`config.mk`:
```
export PLATFORM = sky130hd
export DESIGN_NAME = pfm_pin_mux
export DESIGN_NICKNAME = d
export VERILOG_FILES = /design/src/pkg/pfm_pkg.sv /design/src/pfm_pin_mux.sv
export SDC_FILE = /design/constraint.sdc
export NUM_CORES = 1
export LEC_CHECK = 0
export ABC_CLOCK_PERIOD_IN_PS = 3400
export BUFFER_PORTS_ARGS = -buffer_cell sky130_fd_sc_hd__buf_2
export CORE_ASPECT_RATIO = 1.25
export CORE_MARGIN = 3
export CORE_UTILIZATION = 35
export DETAILED_ROUTE_END_ITERATION = 12
export PLACE_DENSITY = 0.53
export SETUP_SLACK_MARGIN = 0.5
export SLEW_MARGIN = 5
export SYNTH_ARGS = -nofsm -noshare
export SYNTH_HDL_FRONTEND = slang
export SYNTH_SLANG_ARGS = --single-unit
```
`constraint.sdc`:
```
create_clock -name core_clk -period 3.4 [get_ports core_clk]
set_input_delay 0.17 -clock core_clk [delete_from_list [all_inputs] [get_ports core_clk]]
set_output_delay 0.17 -clock core_clk [all_outputs]
set_load 0.005 [all_outputs]
```
`src/pkg/pfm_pkg.sv`:
```
// Constants for the primary pin function multiplexer.
//
// Notes on behaviour
// Select register returns to defaults on hardware reset, runtime reset and sleep.
// Each shared pin carries exactly one function at a time.
// Thirty-two primary lines, each individually an input or an output.
// Synchronised line inputs are offered to the interrupt controllers.
// Bits 31:19 read as zero; software writes them as zero.
// Bit 18 high gives lines 207..204 the card pins, low the card strobes.
// Bit 17 high gives lines 203..200 the display pins, low the display strobes.
// Bit 16 picks clock output 0 or the 32 kHz clock, only when bit 9 set.
// Bit 15 low routes the USB pair to device port, high to host port 0.
// Bit 14 high gives line 214 the pin, low the third serial transmit.
// Bit 13 is read/write, resets to one, and software writes it as one.
// Bit 12 high gives line 213 the pin, low the second serial transmit.
// Bit 11 low gives line 6 the pin, high the ROM clock enable.
// Bit 9 low gives line 2 the pin, high the selected clock.
// The unselected function's output and direction settings are ignored.
// Reads return last written read/write fields and zero for reserved fields.
package pfm_pkg;

  // Register byte offsets on the bus.
  localparam logic [7:0] PFM_OFS_PINFUNC  = 8'h00;
  localparam logic [7:0] PFM_OFS_GPIO_OUT = 8'h04;
  localparam logic [7:0] PFM_OFS_GPIO_DIR = 8'h08;
  localparam logic [7:0] PFM_OFS_GPIO_IN  = 8'h0C;

  // Field positions in the pin function select register.
  localparam int PFM_BIT_CARD = 18;
  localparam int PFM_BIT_DISP = 17;
  localparam int PFM_BIT_CSRC = 16;
  localparam int PFM_BIT_USB  = 15;
  localparam int PFM_BIT_U3   = 14;
  localparam int PFM_BIT_U1   = 12;
  localparam int PFM_BIT_ROM  = 11;
  localparam int PFM_BIT_AUX  = 9;

  // Primary lines that share pins with peripherals.
  localparam int PFM_LINE_AUX = 2;
  localparam int PFM_LINE_ROM = 6;

  // Reset value and the mask of implemented read/write bits.
  localparam logic [31:0] PFM_PINFUNC_RST  = 32'h0006_7000;
  localparam logic [31:0] PFM_PINFUNC_MASK = 32'h0007_FA00;
  localparam logic [31:0] PFM_GPIO_RST     = 32'h0000_0000;

  // Secondary line indices, counted from line 200.
  localparam int PFM_SEC_DISP_LO = 0;
  localparam int PFM_SEC_CARD_LO = 4;
  localparam int PFM_SEC_U1      = 13;
  localparam int PFM_SEC_U3      = 14;

endpackage : pfm_pkg

```
`src/pfm_pin_mux.sv`:
```
// Primary pin function multiplexer with its classic Wishbone register slave.
//
// Local design decisions: the register addresses and register access over Wishbone.
`timescale 1ns/1ps
module pfm_pin_mux (
  // Clock, reset and freeze.
  input  wire logic        core_clk,
  input  wire logic        rst_n,
  input  wire logic        clk_en,
  // Default-return events, one-cycle pulses on core_clk.
  input  wire logic        runtime_reset,
  input  wire logic        sleep_entry,
  // Wishbone classic slave.
  input  wire logic        wb_cyc_i,
  input  wire logic        wb_stb_i,
  input  wire logic        wb_we_i,
  input  wire logic [7:0]  wb_adr_i,
  input  wire logic [3:0]  wb_sel_i,
  input  wire logic [31:0] wb_dat_i,
  output logic      [31:0] wb_dat_o,
  output logic             wb_ack_o,
  // Primary general-purpose pins.
  input  wire logic [31:0] pad_gpio_i,
  output logic      [31:0] pad_gpio_o,
  output logic      [31:0] pad_gpio_oe,
  // Synchronised primary inputs for the interrupt controllers.
  output logic      [31:0] gpio_in_level,
  // Secondary block lines 200..215.
  input  wire logic [15:0] sec_gpio_do,
  input  wire logic [15:0] sec_gpio_dir,
  output logic      [15:0] sec_gpio_di,
  // Card interface pins and strobes.
  input  wire logic [3:0]  pad_card_i,
  output logic      [3:0]  pad_card_o,
  output logic      [3:0]  pad_card_oe,
  input  wire logic        card_attr_strobe_n,
  input  wire logic        card_enable_low_n,
  input  wire logic        card_enable_high_n,
  input  wire logic        card_write_strobe_n,
  // External display pins and strobes.
  input  wire logic [3:0]  pad_disp_i,
  output logic      [3:0]  pad_disp_o,
  output logic      [3:0]  pad_disp_oe,
  input  wire logic        ext_disp_read0,
  input  wire logic        ext_disp_read1,
  input  wire logic        ext_disp_write0,
  input  wire logic        ext_disp_write1,
  // Serial transmit pins.
  input  wire logic        pad_u3_i,
  output logic             pad_u3_o,
  output logic             pad_u3_oe,
  input  wire logic        third_serial_tx,
  input  wire logic        pad_u1_i,
  output logic             pad_u1_o,
  output logic             pad_u1_oe,
  input  wire logic        second_serial_tx,
  // USB pin pair, bit 1 plus and bit 0 minus.
  input  wire logic [1:0]  pad_usb_i,
  output logic      [1:0]  pad_usb_o,
  output logic      [1:0]  pad_usb_oe,
  input  wire logic [1:0]  device_port_o,
  input  wire logic [1:0]  device_port_oe,
  output logic      [1:0]  device_port_i,
  input  wire logic [1:0]  host0_o,
  input  wire logic [1:0]  host0_oe,
  output logic      [1:0]  host0_i,
  // Peripheral sources for the primary shared pins.
  input  wire logic        sync_rom_clk_enable,
  input  wire logic        aux_clock_out0,
  input  wire logic        osc32k_clk
);

  // Complete state of the block.
  typedef struct packed {
    logic [31:0] pinfunc;
    logic [31:0] gpio_out;
    logic [31:0] gpio_dir;
    logic [31:0] gin_s1;
    logic [31:0] gin_s2;
    logic [15:0] sin_s1;
    logic [15:0] sin_s2;
    logic [1:0]  usb_s1;
    logic [1:0]  usb_s2;
    logic        ack;
    logic [31:0] rdata;
    logic [31:0] gpio_o;
    logic [31:0] gpio_oe;
    logic [3:0]  card_o;
    logic [3:0]  card_oe;
    logic [3:0]  disp_o;
    logic [3:0]  disp_oe;
    logic        u3_o;
    logic        u3_oe;
    logic        u1_o;
    logic        u1_oe;
    logic [1:0]  usb_o;
    logic [1:0]  usb_oe;
  } pfm_state_type;

  pfm_state_type st_r;
  pfm_state_type st_nxt;

  // Decoded selects of the current configuration.
  logic        card_gpio;
  logic        disp_gpio;
  logic        clk_osc;
  logic        usb_host;
  logic        u3_gpio;
  logic        u1_gpio;
  logic        rom_periph;
  logic        aux_periph;
  logic        req;
  logic [31:0] wmask;
  logic [15:0] sec_owned;
  logic [31:0] prim_owned;
  logic [3:0]  card_strobes;
  logic [3:0]  disp_strobes;

  // Field decode of the select register.
  assign card_gpio  = st_r.pinfunc[pfm_pkg::PFM_BIT_CARD];
  assign disp_gpio  = st_r.pinfunc[pfm_pkg::PFM_BIT_DISP];
  assign clk_osc    = st_r.pinfunc[pfm_pkg::PFM_BIT_CSRC];
  assign usb_host   = st_r.pinfunc[pfm_pkg::PFM_BIT_USB];
  assign u3_gpio    = st_r.pinfunc[pfm_pkg::PFM_BIT_U3];
  assign u1_gpio    = st_r.pinfunc[pfm_pkg::PFM_BIT_U1];
  assign rom_periph = st_r.pinfunc[pfm_pkg::PFM_BIT_ROM];
  assign aux_periph = st_r.pinfunc[pfm_pkg::PFM_BIT_AUX];

  // Peripheral strobes in pin order, highest line first.
  assign card_strobes = {card_attr_strobe_n, card_enable_low_n,
                         card_enable_high_n, card_write_strobe_n};
  assign disp_strobes = {ext_disp_read0, ext_disp_read1, ext_disp_write0, ext_disp_write1};

  // A bus request is live while cycle and strobe are both high.
  assign req   = wb_cyc_i & wb_stb_i;
  assign wmask = {{8{wb_sel_i[3]}}, {8{wb_sel_i[2]}}, {8{wb_sel_i[1]}}, {8{wb_sel_i[0]}}};

  // Lines whose pin currently belongs to the general-purpose block.
  always_comb begin
    sec_owned = 16'h0000;
    sec_owned[pfm_pkg::PFM_SEC_DISP_LO +: 4] = {4{disp_gpio}};
    sec_owned[pfm_pkg::PFM_SEC_CARD_LO +: 4] = {4{card_gpio}};
    sec_owned[pfm_pkg::PFM_SEC_U1]           = u1_gpio;
    sec_owned[pfm_pkg::PFM_SEC_U3]           = u3_gpio;
    prim_owned = 32'hFFFF_FFFF;
    prim_owned[pfm_pkg::PFM_LINE_AUX] = ~aux_periph;
    prim_owned[pfm_pkg::PFM_LINE_ROM] = ~rom_periph;
  end

  // Next-state logic for registers, synchronisers, bus and pad drivers.
  always_comb begin
    st_nxt = st_r;

    // Pin inputs pass two flip-flops before any use.
    st_nxt.gin_s1 = pad_gpio_i;
    st_nxt.gin_s2 = st_r.gin_s1;
    st_nxt.sin_s1 = {1'b0, pad_u3_i, pad_u1_i, 5'h00, pad_card_i, pad_disp_i};
    st_nxt.sin_s2 = st_r.sin_s1;
    st_nxt.usb_s1 = pad_usb_i;
    st_nxt.usb_s2 = st_r.usb_s1;

    // Bus: ack follows one cycle after the request and drops the cycle after.
    st_nxt.ack = req & ~st_r.ack;
    if (req && !st_r.ack) begin
      // Register readback.
      if (wb_adr_i == pfm_pkg::PFM_OFS_PINFUNC) begin
        st_nxt.rdata = st_r.pinfunc & pfm_pkg::PFM_PINFUNC_MASK;
      end else if (wb_adr_i == pfm_pkg::PFM_OFS_GPIO_OUT) begin
        st_nxt.rdata = st_r.gpio_out;
      end else if (wb_adr_i == pfm_pkg::PFM_OFS_GPIO_DIR) begin
        st_nxt.rdata = st_r.gpio_dir;
      end else if (wb_adr_i == pfm_pkg::PFM_OFS_GPIO_IN) begin
        st_nxt.rdata = st_r.gin_s2 & prim_owned;
      end else begin
        st_nxt.rdata = 32'h0000_0000;
      end
    end

    // Writes take effect on the edge at which the master sees ack.
    if (req && st_r.ack && wb_we_i) begin
      if (wb_adr_i == pfm_pkg::PFM_OFS_PINFUNC) begin
        // Reserved bits kept zero.
        st_nxt.pinfunc = ((st_r.pinfunc & ~wmask) | (wb_dat_i & wmask))
                         & pfm_pkg::PFM_PINFUNC_MASK;
      end else if (wb_adr_i == pfm_pkg::PFM_OFS_GPIO_OUT) begin
        st_nxt.gpio_out = (st_r.gpio_out & ~wmask) | (wb_dat_i & wmask);
      end else if (wb_adr_i == pfm_pkg::PFM_OFS_GPIO_DIR) begin
        // Per-line direction.
        st_nxt.gpio_dir = (st_r.gpio_dir & ~wmask) | (wb_dat_i & wmask);
      end
    end

    // Default on runtime reset or sleep.
    if (runtime_reset || sleep_entry) begin
      st_nxt.pinfunc = pfm_pkg::PFM_PINFUNC_RST;
    end

    // Primary line drivers from software settings.
    st_nxt.gpio_o  = st_r.gpio_out;
    st_nxt.gpio_oe = st_r.gpio_dir;
    // ROM clock enable pin.
    if (rom_periph) begin
      st_nxt.gpio_o[pfm_pkg::PFM_LINE_ROM]  = sync_rom_clk_enable;
      st_nxt.gpio_oe[pfm_pkg::PFM_LINE_ROM] = 1'b1;
    end

    // Card pins: strobes or lines 207..204.
    if (card_gpio) begin
      st_nxt.card_o  = sec_gpio_do[pfm_pkg::PFM_SEC_CARD_LO +: 4];
      st_nxt.card_oe = sec_gpio_dir[pfm_pkg::PFM_SEC_CARD_LO +: 4];
    end else begin
      st_nxt.card_o  = card_strobes;
      st_nxt.card_oe = 4'hF;
    end

    // Display pins: strobes or lines 203..200.
    if (disp_gpio) begin
      st_nxt.disp_o  = sec_gpio_do[pfm_pkg::PFM_SEC_DISP_LO +: 4];
      st_nxt.disp_oe = sec_gpio_dir[pfm_pkg::PFM_SEC_DISP_LO +: 4];
    end else begin
      st_nxt.disp_o  = disp_strobes;
      st_nxt.disp_oe = 4'hF;
    end

    // Third serial transmit or line 214.
    if (u3_gpio) begin
      st_nxt.u3_o  = sec_gpio_do[pfm_pkg::PFM_SEC_U3];
      st_nxt.u3_oe = sec_gpio_dir[pfm_pkg::PFM_SEC_U3];
    end else begin
      st_nxt.u3_o  = third_serial_tx;
      st_nxt.u3_oe = 1'b1;
    end

    // Second serial transmit or line 213.
    if (u1_gpio) begin
      st_nxt.u1_o  = sec_gpio_do[pfm_pkg::PFM_SEC_U1];
      st_nxt.u1_oe = sec_gpio_dir[pfm_pkg::PFM_SEC_U1];
    end else begin
      st_nxt.u1_o  = second_serial_tx;
      st_nxt.u1_oe = 1'b1;
    end

    // USB pair routing.
    if (usb_host) begin
      st_nxt.usb_o  = host0_o;
      st_nxt.usb_oe = host0_oe;
    end else begin
      st_nxt.usb_o  = device_port_o;
      st_nxt.usb_oe = device_port_oe;
    end
  end

  // State register; clock enable low freezes everything but the auxiliary clock pin.
  always_ff @(posedge core_clk or negedge rst_n) begin
    if (!rst_n) begin
      // Hardware reset defaults.
      st_r          <= '0;
      // Bit 13 set.
      st_r.pinfunc  <= pfm_pkg::PFM_PINFUNC_RST;
      st_r.gpio_out <= pfm_pkg::PFM_GPIO_RST;
      st_r.gpio_dir <= pfm_pkg::PFM_GPIO_RST;
    end else if (clk_en) begin
      st_r <= st_nxt;
    end
  end

  // Bus outputs.
  assign wb_ack_o = st_r.ack;
  assign wb_dat_o = st_r.rdata;

  // Input levels for interrupt routing.
  assign gpio_in_level = st_r.gin_s2 & prim_owned;

  // Inputs reach only the function that owns the pin.
  assign sec_gpio_di   = st_r.sin_s2 & sec_owned;
  assign device_port_i = usb_host ? 2'b00 : st_r.usb_s2;
  assign host0_i       = usb_host ? st_r.usb_s2 : 2'b00;

  // Primary pads; the clock pin bypasses flops so the clock is not resampled.
  always_comb begin
    pad_gpio_o  = st_r.gpio_o;
    pad_gpio_oe = st_r.gpio_oe;
    // Auxiliary clock pin.
    if (aux_periph) begin
      // Clock source choice.
      pad_gpio_o[pfm_pkg::PFM_LINE_AUX]  = clk_osc ? osc32k_clk : aux_clock_out0;
      pad_gpio_oe[pfm_pkg::PFM_LINE_AUX] = 1'b1;
    end
  end

  // Pad drivers of the secondary and USB pins.
  assign pad_card_o  = st_r.card_o;
  assign pad_card_oe = st_r.card_oe;
  assign pad_disp_o  = st_r.disp_o;
  assign pad_disp_oe = st_r.disp_oe;
  assign pad_u3_o    = st_r.u3_o;
  assign pad_u3_oe   = st_r.u3_oe;
  assign pad_u1_o    = st_r.u1_o;
  assign pad_u1_oe   = st_r.u1_oe;
  assign pad_usb_o   = st_r.usb_o;
  assign pad_usb_oe  = st_r.usb_oe;

endmodule : pfm_pin_mux

```
==> flow_summary.yaml <==
cts:
  cts_tree: "built"
  clk_pin_slew_ns: 0.06
  postCtsHoldBufs: 119
  cts_root_buf: "clkbuf_16"
  clock-sinks: 282
  clock_path_buffers: 3
  post_cts_buffers: 0
  cts_made_buffers: 29
  insertion_delay_ns: 0.55
  htreeDepth: 1
  cts_resized: 0
status:
  status: "completed"
yosys:
  synth_seq_cells: 282
  synth-edff-count: 0
  synthFlopType: "dfrtp_1"
  synth_cell_type_count: 37
  netlist_instances: 955
  synth-async-reset-ratio: 1.00
  syn_area_um2: 12600
  ys_warn_count: 0
  ys_seq_area_frac: 0.559
  syn_area_per_cell_um2: 13.2
timing:
  setup-tns-final_ns: 0
  fin_ws_ns: 1.22
  finalMaxSlewViolations: 0
  setup_violations: 0
  worstMarginPinSlew_ns: 1.04
  fin_skew_ns: 0.0150
  post-route-period-util: 0.641
  period_needed_ns: 2.18
  max_freq_ghz: 0.459
  hold_viol: 0
  relSlewSlack: 0.307
  rsz0062_at_grt: "no"
pwr:
  power_density_nw_per_um2: 475
  finalPower_mw: 7.46
  worst_ir_drop_vdd_mv: 0.363
  p_leak_nw: 7.81
place:
  gp_congestion: 0.728
  hpwl_mm: 22.1
  placedCellCount: 1552
  dpl_cell_area_um2: 13600
  portBuffers: 303
  place_ws_ns: 0.988
grt:
  grt.total_usage: 0.171
  grt_max_degree: 103
  grt-ovfl-total: 0
  grt_pass1_vias: 8735
  antenna_found_initial: 9
  grt_pass1_wl_mm: 51.6
die:
  io_pins: 322
  fp-row-count: 77
  die_h_um: 218
  core-area_um2: 35500
  fp.dieW_um: 176
  start_util: 0.356
  dieArea_um2: 38400
route:
  vias_per_cell: 4.74
  antenna_left: 0
  dr.pass1.iters: 4
  first_iter_violations: 369
  wl_per_cell_um: 19.3
  vias: 8168
  routed_wl_mm: 33.3
  drc_errors: 0
cells_and_area:
  fin_nets: 1377
  final_cell_area_um2: 15700
  drive_above_1_share: 0.492
  synthToLayoutAreaGrowth_pct: 24.2
  final_cells: 1723
  layout_commonest_cell: "buf_2"
  final_cell_mix: "buf_2 (301), dfrtp_1 (277), mux2_2 (237), dlygate4sd3_1 (119), o21ai_0 (32)"
  fillers: 3358
hold_path:
  hold_class: "in2reg"
  min_path_cells: 4
worst_setup_path:
  rrSetupSlack_ns: 1.22
  path_class: "reg2reg"
  startpoint_type: "flop"
  crit_required_ns: 3.82
  cp_max_fo: 8
  critPathArrivalTime_ns: 2.60
  cp-end-kind: "flop"
  r2r_cells: 4
job:
  cap_violations: 0
## worst max-delay path, cell delays in order, from the launching register on
cell and delay [ns]:
dfrtp_1 0.36, and4_1 0.30, nor4b_4 0.40, and4_1 0.60, mux2_2 0.40
## final timing paths
check	from	to
max	wb_ack_o	flop
min	wb_adr_i[6]	wb_dat_o[18]
max reg2reg	wb_ack_o	flop
min reg2reg	wb_dat_o[8]	wb_dat_o[8]
max in group asynchronous	rst_n	st_nxt[161]
min in group asynchronous	rst_n	pad_card_o[3]
## final cells by class
| type | count | area (um^2) | area share |
|---|---|---|---|
| multi-input cells | 467 | 4230 | 0.270 |
| diodes | 2 | 5.00 | 0.000319 |
| clock buffers | 48 | 857 | 0.0546 |
| inverters | 13 | 48.8 | 0.00311 |
| flip-flops and latches | 282 | 7060 | 0.450 |
| repair buffers | 435 | 2860 | 0.182 |
| clock inverters | 2 | 35.0 | 0.00223 |
| well taps | 474 | 593 | 0.0378 |
## power by group
part	switching (mW)	internal, mW	total (mW)	leakage (nW)
sequential	0.102	3.52	3.62	3.66
clock	1.29	1.77	3.06	0.434
combinational	0.353	0.430	0.782	3.72
## cells in the mapped netlist, drive strengths merged, types with 7 or more instances
master | number | share of area
a21oi | 18 | 0.0071
a22o | 9 | 0.0062
a22oi | 23 | 0.014
a31oi | 7 | 0.0035
and2 | 12 | 0.0059
buf | 161 | 0.093
clkbuf | 37 | 0.011
dfrtp | 277 | 0.55
inv | 13 | 0.0039
mux2 | 237 | 0.21
mux2i | 20 | 0.016
mux4 | 9 | 0.016
nand2 | 23 | 0.0068
nor2 | 31 | 0.0092
nor2b | 7 | 0.0035
o21ai | 32 | 0.013
## stage by stage
step                utilization  hold slack [ns]
floorplan                     -           -0.126
global placement          0.384            0.303
detailed placement        0.384            0.291
CTS                       0.443            0.102
global route              0.443            0.140
finish                    0.443            0.135
## metal layers
| metal | global-route usage | vias up | wire length (um) |
|---|---|---|---|
| met2 | 0.296 | 249 | 16200 |
| met5 | 0 | - | 74 |
| met1 | 0.212 | 4090 | 13700 |
| met4 | 0.0399 | 12 | 641 |
| li1 | - | 3761 | - |
| met3 | 0.0507 | 56 | 2660 |
## cell families after synthesis
logic type	synth area share
buffers and inverters	0.108
and+or+nand+nor	0.0428
DFF	0.559
other	0.000297
muxes	0.243
AOI/OAI and AO/OA	0.0472
Note: power is estimated with default switching activity, not from simulation.
